File: src/logic/fault_status_regs.svh
// Purpose: Command codes, bit positions and masks for the fault status bank
// Assumes: 10 MHz system clock, SMBus-style target on scl/sda pins
// Notes:   Macros only; the types live in the package
// Behaviour
// - Summary word at 79h, read/write word
// - Word low byte is the status byte
// - Bit 15 flags output voltage fault
// - Bit 14 flags output current fault
// - Bit 13 flags input fault
// - Bit 12 flags vendor fault
// - Bit 11 live power good pin copy
// - Bits 10 and 8 read zero
// - Bit 9 flags other fault
// - Word write 0080h clears busy
// - Word write 0180h clears busy, fault_flag_a
// - Alert-capable bits have a mask bit
// - Voltage detail at 7Ah, byte access
// - Voltage flags clear by command or W1C
// - Voltage bit 7 latches overvoltage fault
// - Voltage bit 6 latches overvoltage warning
// - Voltage bit 5 latches undervoltage warning
// - Voltage bit 4 latches undervoltage fault
// - Bits 3,2 latch limit and timeout
// - Voltage bits 1:0 read zero
// - Current detail at 7Bh, clearable
// - Current bits 7,5 latch fault, warning
// - Byte write 80h clears busy
// - Summary bits follow detail flags
`ifndef FAULT_STATUS_REGS_SVH
`define FAULT_STATUS_REGS_SVH
`define CMD_STATUS_BYTE   8'h78
`define CMD_SUMMARY_WORD  8'h79
`define CMD_VOUT_FLAGS    8'h7a
`define CMD_IOUT_FLAGS    8'h7b
`define CMD_CLEAR_FAULTS  8'h03
`define CMD_ALERT_MASK    8'h1b
`define BIT_BUSY          7
`define BIT_OFF           6
`define BIT_VOUT_OV       5
`define BIT_IOUT_OC       4
`define BIT_VIN_UV        3
`define BIT_TEMP          2
`define BIT_CML           1
`define BIT_NONE_ABOVE    0
`define BIT_W_VOUT        15
`define BIT_W_IOUT        14
`define BIT_W_INPUT       13
`define BIT_W_VENDOR      12
`define BIT_W_POWER_GOOD_LIVE       11
`define BIT_W_OTHER       9
`define BIT_W_FLAG_A      8
`define VOUT_IMPL_MASK    8'hfc
`define IOUT_IMPL_MASK    8'ha0
`define BYTE_RESET        8'h00
`define SMB_ADDR_DEFAULT  7'h24
`endif

File: src/logic/fault_status_pkg.sv
// Purpose: Shared types for the fault status bank
// Assumes: Included with fault_status_regs.svh
// Notes:   States of the serial target
`default_nettype none
package fault_status_pkg;
  typedef enum logic [2:0] {
    st_idle  = 3'b000,
    st_shift = 3'b001,
    st_ack   = 3'b010,
    st_send  = 3'b011,
    st_rack  = 3'b100,
    st_skip  = 3'b101
  } smb_state_t;
endpackage : fault_status_pkg
`default_nettype wire

File: src/logic/fault_status_bank.sv
// Purpose: Fault status summary word with voltage and current detail flags
// Assumes: Bus clock far slower than clk_sys; host obeys byte/word framing
// Notes:   Open-drain sda; output enable low while pulling low
`timescale 1ns/100ps
`default_nettype none
`include "fault_status_regs.svh"
module fault_status_bank
  import fault_status_pkg::*;
#(
  parameter logic [6:0] TARGET_ADDR = `SMB_ADDR_DEFAULT
) (
  input  wire logic       clk_sys,
  input  wire logic       rst_n,
  input  wire logic       scl_in,
  input  wire logic       sda_in,
  output logic            sda_out,
  output logic            sda_oe_n,
  input  wire logic [7:0] vout_events,
  input  wire logic [7:0] iout_events,
  input  wire logic       input_fault,
  input  wire logic       vendor_fault,
  input  wire logic       other_fault,
  input  wire logic       off_live,
  input  wire logic       temp_fault,
  input  wire logic       cml_fault,
  input  wire logic       vin_uv_fault,
  input  wire logic       busy_event,
  input  wire logic       fault_flag_a_event,
  input  wire logic       power_good_pin,
  output logic [15:0]     status_word,
  output logic [7:0]      alert_mask
);
  import fault_status_pkg::*;

  // ==================================================================
  // Reset and pin synchronisers
  logic       rst_q1;
  logic       rst_n_sync;
  logic [2:0] pins_s;
  logic       scl_s;
  logic       sda_s;
  logic       pg_s;
  always_ff @(posedge clk_sys or negedge rst_n) begin
    if (!rst_n) begin
      rst_q1     <= 1'b0;
      rst_n_sync <= 1'b0;
    end else begin
      rst_q1     <= 1'b1;
      rst_n_sync <= rst_q1;
    end
  end
  // Bus lines reset to their idle high level, so no false edge follows reset
  pin_sync #(.WIDTH(3), .RESET_VAL(3'h6)) u_sync (
    .clk_sys    (clk_sys),
    .rst_n_sync (rst_n_sync),
    .din        ({scl_in, sda_in, power_good_pin}),
    .dout       (pins_s)
  );
  assign scl_s = pins_s[2];
  assign sda_s = pins_s[1];
  assign pg_s  = pins_s[0];

  // ==================================================================
  // Bus edge and condition detection
  logic scl_d_reg;
  logic sda_d_reg;
  always_ff @(posedge clk_sys or negedge rst_n_sync) begin
    if (!rst_n_sync) begin
      scl_d_reg <= 1'b1;
      sda_d_reg <= 1'b1;
    end else begin
      scl_d_reg <= scl_s;
      sda_d_reg <= sda_s;
    end
  end
  logic scl_rise;
  logic scl_fall;
  logic start_cond;
  logic stop_cond;
  assign scl_rise   = scl_s & ~scl_d_reg;
  assign scl_fall   = ~scl_s & scl_d_reg;
  assign start_cond = scl_s & scl_d_reg & sda_d_reg & ~sda_s;
  assign stop_cond  = scl_s & scl_d_reg & ~sda_d_reg & sda_s;

  // ==================================================================
  // Serial target
  smb_state_t state_reg;
  logic [7:0] shift_reg;
  logic [2:0] bit_cnt_reg;
  logic [1:0] byte_idx_reg;
  logic       rd_mode_reg;
  logic [7:0] cmd_reg;
  logic [7:0] data_lo_reg;
  logic       sda_low_reg;
  logic       wr_byte_pulse;
  logic       wr_word_pulse;
  logic       clear_all_pulse;
  logic [7:0] tx_byte;
  logic [7:0] wr_data;
  logic [7:0] status_low;
  logic [7:0] vout_flags;
  logic [7:0] iout_flags;
  logic       fault_flag_a_reg;
  logic       busy_reg;
  logic       bits_seen_reg;
  logic [7:0] hi_byte;

  // Read byte selected by command code and byte index
  function automatic logic [7:0] read_mux(input logic [7:0] cmd, input logic idx);
    logic [7:0] r;
    r = 8'h00;
    if (cmd == `CMD_STATUS_BYTE) begin
      r = status_low;
    end else if (cmd == `CMD_SUMMARY_WORD) begin
      r = idx ? status_word[15:8] : status_word[7:0];
    end else if (cmd == `CMD_VOUT_FLAGS) begin
      r = vout_flags;
    end else if (cmd == `CMD_IOUT_FLAGS) begin
      r = iout_flags;
    end else if (cmd == `CMD_ALERT_MASK) begin
      r = alert_mask;
    end
    return r;
  endfunction : read_mux

  assign tx_byte = read_mux(cmd_reg, byte_idx_reg[0]);
  assign hi_byte = read_mux(cmd_reg, 1'b1);

  always_ff @(posedge clk_sys or negedge rst_n_sync) begin
    if (!rst_n_sync) begin
      state_reg    <= st_idle;
      shift_reg    <= 8'h00;
      bit_cnt_reg  <= 3'h0;
      byte_idx_reg <= 2'h0;
      rd_mode_reg  <= 1'b0;
      cmd_reg      <= 8'h00;
      data_lo_reg  <= 8'h00;
      sda_low_reg  <= 1'b0;
      bits_seen_reg <= 1'b0;
    end else if (start_cond) begin
      // Repeated start keeps command, restarts address phase
      state_reg    <= st_shift;
      bit_cnt_reg  <= 3'h0;
      byte_idx_reg <= 2'h0;
      rd_mode_reg  <= 1'b0;
      sda_low_reg  <= 1'b0;
      bits_seen_reg <= 1'b0;
    end else if (stop_cond) begin
      state_reg   <= st_idle;
      sda_low_reg <= 1'b0;
    end else begin
      case (state_reg)
        st_shift: begin
          if (scl_rise) begin
            shift_reg   <= {shift_reg[6:0], sda_s};
            bit_cnt_reg <= bit_cnt_reg + 3'h1;
            bits_seen_reg <= 1'b1;
          end else if (scl_fall && bit_cnt_reg == 3'h0 && bits_seen_reg) begin
            // The start condition's own clock fall must not count as a byte end
            bits_seen_reg <= 1'b0;
            state_reg <= st_ack;
            if (byte_idx_reg == 2'h0 && shift_reg[7:1] != TARGET_ADDR) begin
              state_reg <= st_skip;
            end else begin
              sda_low_reg <= 1'b1;
            end
          end
        end
        st_ack: begin
          if (scl_fall) begin
            sda_low_reg <= 1'b0;
            state_reg   <= st_shift;
            if (byte_idx_reg == 2'h0) begin
              rd_mode_reg  <= shift_reg[0];
              byte_idx_reg <= 2'h1;
              if (shift_reg[0]) begin
                state_reg    <= st_send;
                byte_idx_reg <= 2'h0;
                shift_reg    <= tx_byte;
                sda_low_reg  <= ~tx_byte[7];
              end
            end else if (byte_idx_reg == 2'h1) begin
              cmd_reg      <= shift_reg;
              byte_idx_reg <= 2'h2;
            end else if (byte_idx_reg == 2'h2) begin
              data_lo_reg  <= shift_reg;
              byte_idx_reg <= 2'h3;
            end else begin
              // Word high byte done; further bytes are ignored
              state_reg <= st_skip;
            end
          end
        end
        st_send: begin
          if (scl_fall) begin
            bit_cnt_reg <= bit_cnt_reg + 3'h1;
            if (bit_cnt_reg == 3'h7) begin
              state_reg   <= st_rack;
              sda_low_reg <= 1'b0;
            end else begin
              shift_reg   <= {shift_reg[6:0], 1'b0};
              sda_low_reg <= ~shift_reg[6];
            end
          end
        end
        st_rack: begin
          if (scl_rise) begin
            rd_mode_reg <= ~sda_s;
          end else if (scl_fall) begin
            if (rd_mode_reg) begin
              byte_idx_reg <= byte_idx_reg + 2'h1;
              shift_reg    <= hi_byte;
              sda_low_reg  <= ~hi_byte[7];
              state_reg    <= st_send;
            end else begin
              state_reg <= st_skip;
            end
          end
        end
        default: begin
          sda_low_reg <= 1'b0;
        end
      endcase
    end
  end

  // Byte write is data byte completed at its ack; word write on second
  logic data_acked;
  assign data_acked    = state_reg == st_ack && scl_fall && !rd_mode_reg;
  assign wr_byte_pulse = data_acked && byte_idx_reg == 2'h2 && cmd_reg != `CMD_SUMMARY_WORD;
  assign wr_word_pulse = data_acked && byte_idx_reg == 2'h3 && cmd_reg == `CMD_SUMMARY_WORD;
  assign wr_data       = shift_reg;
  // Send-byte: command byte acked then stop; taken at the command ack
  assign clear_all_pulse = data_acked && byte_idx_reg == 2'h1 && shift_reg == `CMD_CLEAR_FAULTS;

  assign sda_out  = 1'b0;
  assign sda_oe_n = ~sda_low_reg;

  // ==================================================================
  // Detail flags
  w1c_flags #(.IMPL(`VOUT_IMPL_MASK)) u_vout (
    .clk_sys    (clk_sys),
    .rst_n_sync (rst_n_sync),
    .set_ev     (vout_events),
    .clr_bits   (wr_byte_pulse && cmd_reg == `CMD_VOUT_FLAGS ? wr_data : 8'h00),
    .clr_all    (clear_all_pulse),
    .flags      (vout_flags)
  );
  w1c_flags #(.IMPL(`IOUT_IMPL_MASK)) u_iout (
    .clk_sys    (clk_sys),
    .rst_n_sync (rst_n_sync),
    .set_ev     (iout_events),
    .clr_bits   (wr_byte_pulse && cmd_reg == `CMD_IOUT_FLAGS ? wr_data : 8'h00),
    .clr_all    (clear_all_pulse),
    .flags      (iout_flags)
  );

  // ==================================================================
  // Busy and fault_flag_a-fault flags, set wins over clear
  logic clr_busy;
  logic clr_flag_a;
  assign clr_busy   = clear_all_pulse
                    | (wr_byte_pulse && cmd_reg == `CMD_STATUS_BYTE && wr_data[`BIT_BUSY])
                    | (wr_word_pulse && data_lo_reg[`BIT_BUSY]);
  assign clr_flag_a = clear_all_pulse | (wr_word_pulse && wr_data[0]);
  always_ff @(posedge clk_sys or negedge rst_n_sync) begin
    if (!rst_n_sync) begin
      busy_reg         <= 1'b0;
      fault_flag_a_reg <= 1'b0;
    end else begin
      busy_reg         <= busy_event | (busy_reg & ~clr_busy);
      fault_flag_a_reg <= fault_flag_a_event | (fault_flag_a_reg & ~clr_flag_a);
    end
  end

  // Alert mask, one bit per alert-capable status byte bit
  always_ff @(posedge clk_sys or negedge rst_n_sync) begin
    if (!rst_n_sync) begin
      alert_mask <= `BYTE_RESET;
    end else if (wr_byte_pulse && cmd_reg == `CMD_ALERT_MASK) begin
      alert_mask <= wr_data;
    end
  end

  // ==================================================================
  // Summary assembly, recomputed every cycle from the details
  always_comb begin
    status_low                  = 8'h00;
    status_low[`BIT_BUSY]       = busy_reg;
    status_low[`BIT_OFF]        = off_live;
    status_low[`BIT_VOUT_OV]    = vout_flags[7];
    status_low[`BIT_IOUT_OC]    = iout_flags[7];
    status_low[`BIT_VIN_UV]     = vin_uv_fault;
    status_low[`BIT_TEMP]       = temp_fault;
    status_low[`BIT_CML]        = cml_fault;
    status_low[`BIT_NONE_ABOVE] = fault_flag_a_reg;
  end
  logic [15:0] word_next;
  always_comb begin
    word_next                = {8'h00, status_low};
    word_next[`BIT_W_VOUT]   = |vout_flags;
    word_next[`BIT_W_IOUT]   = |iout_flags;
    word_next[`BIT_W_INPUT]  = input_fault;
    word_next[`BIT_W_VENDOR] = vendor_fault;
    word_next[`BIT_W_POWER_GOOD_LIVE]  = pg_s;
    word_next[`BIT_W_OTHER]  = other_fault;
  end
  assign status_word = word_next;

  // ==================================================================
  // Checks
  property p_vout_sum;
    @(posedge clk_sys) disable iff (!rst_n_sync) status_word[`BIT_W_VOUT] == (|vout_flags);
  endproperty
  a_vout_sum: assert property (p_vout_sum) else $error("vout summary wrong");
  property p_iout_sum;
    @(posedge clk_sys) disable iff (!rst_n_sync) status_word[`BIT_W_IOUT] == (|iout_flags);
  endproperty
  a_iout_sum: assert property (p_iout_sum) else $error("iout summary wrong");
  property p_zero_bits;
    @(posedge clk_sys) disable iff (!rst_n_sync) !status_word[10] && !status_word[8];
  endproperty
  a_zero_bits: assert property (p_zero_bits) else $error("bits 10/8 set");
  property p_vout_low;
    @(posedge clk_sys) disable iff (!rst_n_sync) vout_flags[1:0] == 2'b00 && iout_flags[6] == 1'b0;
  endproperty
  a_vout_low: assert property (p_vout_low) else $error("unimplemented flag set");
  property p_latch;
    @(posedge clk_sys) disable iff (!rst_n_sync) vout_events[7] |=> vout_flags[7];
  endproperty
  a_latch: assert property (p_latch) else $error("ov fault not latched");
  property p_hold;
    @(posedge clk_sys) disable iff (!rst_n_sync)
      vout_flags[4] && !clear_all_pulse && !wr_byte_pulse |=> vout_flags[4];
  endproperty
  a_hold: assert property (p_hold) else $error("uv fault lost");
  property p_clear_all;
    @(posedge clk_sys) disable iff (!rst_n_sync)
      clear_all_pulse && !iout_events[5] |=> !iout_flags[5];
  endproperty
  a_clear_all: assert property (p_clear_all) else $error("clear faults ignored");
  property p_busy_clr;
    @(posedge clk_sys) disable iff (!rst_n_sync)
      wr_word_pulse && data_lo_reg[7] && !busy_event |=> !status_word[7];
  endproperty
  a_busy_clr: assert property (p_busy_clr) else $error("busy not cleared");
  property p_pg;
    @(posedge clk_sys) disable iff (!rst_n_sync) status_word[`BIT_W_POWER_GOOD_LIVE] == $past(power_good_pin, 2);
  endproperty
  a_pg: assert property (p_pg) else $error("power good copy wrong");
  c_word_wr: cover property (@(posedge clk_sys) disable iff (!rst_n_sync) wr_word_pulse);
  c_clear:   cover property (@(posedge clk_sys) disable iff (!rst_n_sync) clear_all_pulse);
  c_read:    cover property (@(posedge clk_sys) disable iff (!rst_n_sync) state_reg == st_send);
endmodule : fault_status_bank
`default_nettype wire

File: src/logic/pin_sync.sv
// Purpose: Two-flop synchroniser for pins
// Assumes: Async pins
// Notes:   Stage one read only by stage two
`timescale 1ns/100ps
`default_nettype none
module pin_sync #(
  parameter int               WIDTH     = 1,
  parameter logic [WIDTH-1:0] RESET_VAL = '0
) (
  input  wire logic             clk_sys,
  input  wire logic             rst_n_sync,
  input  wire logic [WIDTH-1:0] din,
  output var  logic [WIDTH-1:0] dout
);
  logic [WIDTH-1:0] meta_reg;
  if (WIDTH < 1) begin : g_bad_width
    $error("pin_sync width must be at least one");
  end
  always_ff @(posedge clk_sys or negedge rst_n_sync) begin
    if (!rst_n_sync) begin
      meta_reg <= RESET_VAL;
      dout     <= RESET_VAL;
    end else begin
      meta_reg <= din;
      dout     <= meta_reg;
    end
  end
endmodule : pin_sync
`default_nettype wire

File: src/logic/w1c_flags.sv
// Purpose: Latched sticky flag byte with write-one-to-clear
// Assumes: Events are synchronous pulses or levels
// Notes:   Set wins over a clear in the same cycle
`timescale 1ns/100ps
`default_nettype none
`include "fault_status_regs.svh"
module w1c_flags #(
  parameter logic [7:0] IMPL = 8'hff
) (
  input  wire logic       clk_sys,
  input  wire logic       rst_n_sync,
  input  wire logic [7:0] set_ev,
  input  wire logic [7:0] clr_bits,
  input  wire logic       clr_all,
  output var  logic [7:0] flags
);
  always_ff @(posedge clk_sys or negedge rst_n_sync) begin
    if (!rst_n_sync) begin
      flags <= `BYTE_RESET;
    end else begin
      // Unimplemented positions stay zero
      flags <= IMPL & (set_ev | (flags & ~(clr_all ? 8'hff : clr_bits)));
    end
  end
endmodule : w1c_flags
`default_nettype wire

File: config.mk
export PLATFORM = sky130hd
export DESIGN_NAME = fault_status_bank
export DESIGN_NICKNAME = d
export VERILOG_FILES = /design/src/logic/fault_status_pkg.sv /design/src/logic/fault_status_bank.sv /design/src/logic/pin_sync.sv /design/src/logic/w1c_flags.sv
export VERILOG_INCLUDE_DIRS = /design/src /design/src/logic
export SDC_FILE = /design/constraint.sdc
export NUM_CORES = 1
export LEC_CHECK = 0
export BUFFER_PORTS_ARGS = -buffer_cell sky130_fd_sc_hd__buf_2
export CAP_MARGIN = 40
export CORE_MARGIN = 4
export CORE_UTILIZATION = 30
export DETAILED_ROUTE_END_ITERATION = 16
export SLEW_MARGIN = 10
export SYNTH_ARGS = -nofsm -noshare
export SYNTH_HDL_FRONTEND = slang
export SYNTH_HIERARCHICAL = 1
export SYNTH_SLANG_ARGS = --single-unit
File: constraint.sdc
create_clock -name clk_sys -period 4.8 [get_ports clk_sys]
set_clock_uncertainty 0.1 [all_clocks]
set_input_delay 0.24 -clock clk_sys [delete_from_list [all_inputs] [get_ports clk_sys]]
set_output_delay 0.24 -clock clk_sys [all_outputs]
set_load 0.01 [all_outputs]
==> reports/results.tsv <==
metric	value	unit
critical path type	reg -> reg	
Worst-path clk slew	0.08	ns
WL/cell	17.2	um
worst r2r dst	shift_reg[1]$_DFFE_PN0P_	
NumNets Final	459	
Worst EP required	4.94	ns
Yosys warning count	6	
global route overflow	0	
CTS Buf Count	5	
mapped cell area	3670	um2
critical path capture point type	flip-flop	
Ports	56	
diodes inserted	0	
Worst setup startpoint	byte_idx_reg[0]$_DFFE_PN0P_	
global-route wire length before repair	15700	um
worst skew pair latency	0.30	ns
Root Buffer	clkbuf_16	
worst slew pin tran	0.814	ns
antenna violations before repair	0	
drt total wl	9770	um
maximum clock rate	0.341	GHz
TritonCTS Sinks	56	
via count	3068	
worst r2r src	byte_idx_reg[0]$_DFFE_PN0P_	
reg-to-reg slack, setup	1.87	ns
residual DRC count	0	
Routed Antenna Nets	0	
Final HPWL DP	7270	um
CP Capture Point	shift_reg[1]$_DFFE_PN0P_	
syn avg cell area	9.32	um2
maxcap violations	0	
RSZ-0062 raised after global routing	false	
slew margin rel.	45.0	%
fin crit share	61.0	%
Hold Violations, Final	0	
Multi-input gate area	1960	um2
vias in the first global route	2966	
setup TNS	0	ns
Post-Syn Instances	394	
gr usage total	13.7	%
Final Wtd Congestion	0.869	
Area after DPL	3840	um2
die height	119	um
H-tree Lvls	2	
Filler cells	1251	
startpoint types	flip-flop	
Vias/cell	5.39	
largest net degree at the start of global routing	37	
Rows	40	
leakage	1.59	nW
CP arrival	3.07	ns
initial DRC count	203	
outcome	completed	
Seq. cell area	1410	um2
Area Overhead vs Synth	9.71	%
worst-path maximum fanout	12	
core area	12000	um2
layout cells sized above 1	23.5	%
Clock Tree Buf Depth	2	
Max Slew Vio Count	0	
Starting Density	30.6	%
number of port buffers	44	
# setup viols final	0	
DRT Pass-1 Iters	5	
Total Die Area	14100	um2
Die Wd	119	um
CTS tree	done	
maximum VDD drop	0.186	mV
reg2reg path depth	8	
worst hold-check path type	in -> reg	
Tmin final	2.93	ns
final std cell area, no fill	4030	um2
power density cells	497	nW/um2
[final cells by class]
cell class	instances	area share (%)
Timing Repair Buffer	49	6.65
Clock buffer	5	3.11
Clock inverter	3	0.528
Multi-Input combinational cell	293	48.7
Tap cell	147	4.57
Inverter	16	1.49
Sequential cell	56	35.0
[per-layer routing]
metal | wire (um) | vias to the layer above | global-route usage (%)
met5 | 0 | - | 0
met1 | 4400 | 1510 | 18.5
met4 | 175 | 0 | 3.26
met3 | 609 | 17 | 2.68
li1 | - | 1440 | -
met2 | 4590 | 101 | 22.5
[cell usage in the layout, fill, tap and decap left out, drive strengths merged, types with 7 or more instances in the layout]
cell type   n
dfrtp      50
buf        45
nor2       39
nand2      28
a21oi      26
mux2       19
inv        17
o21ai      16
and2       12
conb       12
a21o        9
nor3        9
ha          8
nor2b       7
nand3       7
[critical path: stages, from the launching register on]
cell,delay (ns)
dfrtp_1,0.54
inv_1,0.15
ha_1,0.36
or3b_2,0.19
o211ai_2,0.07
a211o_1,0.36
nor4_4,0.59
mux2_2,0.41
a21oi_1,0.11
[per-stage QoR]
step	setup slack, ns	instances	total power (W)	utilization, %	hold WS [ns]
2_1_floorplan	2.37	402	0.00146	-	-0.156
3_3_place_gp	1.94	557	0.00160	32.0	-0.0753
3_5_place_dp	1.87	557	0.00162	32.0	-0.0732
4_1_cts	1.87	569	0.00200	33.5	0.0118
5_1_grt	1.70	569	0.00214	33.5	0.0123
6_report	1.87	569	0.00200	33.5	0.00932
[repair_timing]
action / 4_1_cts / 5_1_grt
resized for setup: 0 / 0
hold buffers: 4 / 0
hold endpoints to repair: 5 / 0
setup buffers: 0 / 0
[where the power goes]
group	leakage [nW]	internal (W)	switching (W)
clock	0.0702	0.000195	0.000182
sequential	0.620	0.000585	0.000232
combinational	0.896	0.000377	0.000433
total	1.59	0.00116	0.000847
[how the worst min path moves through the flow]
stage,cells after the start,startpoint,to,slack [ns]
floorplan,0,rst_n,rst_n_sync$_DFF_PN0_,-0.16
global placement,1,rst_n,rst_q1$_DFF_PN0_,-0.08
detailed placement,1,rst_n,rst_q1$_DFF_PN0_,-0.07
CTS,2,iout_events[7],u_iout/flags[7]$_DFF_PN0_,0.01
global route,2,vout_events[7],u_vout/flags[7]$_DFF_PN0_,0.01
finish,2,iout_events[7],u_iout/flags[7]$_DFF_PN0_,0.009
Power figures use the tool's default switching activity.
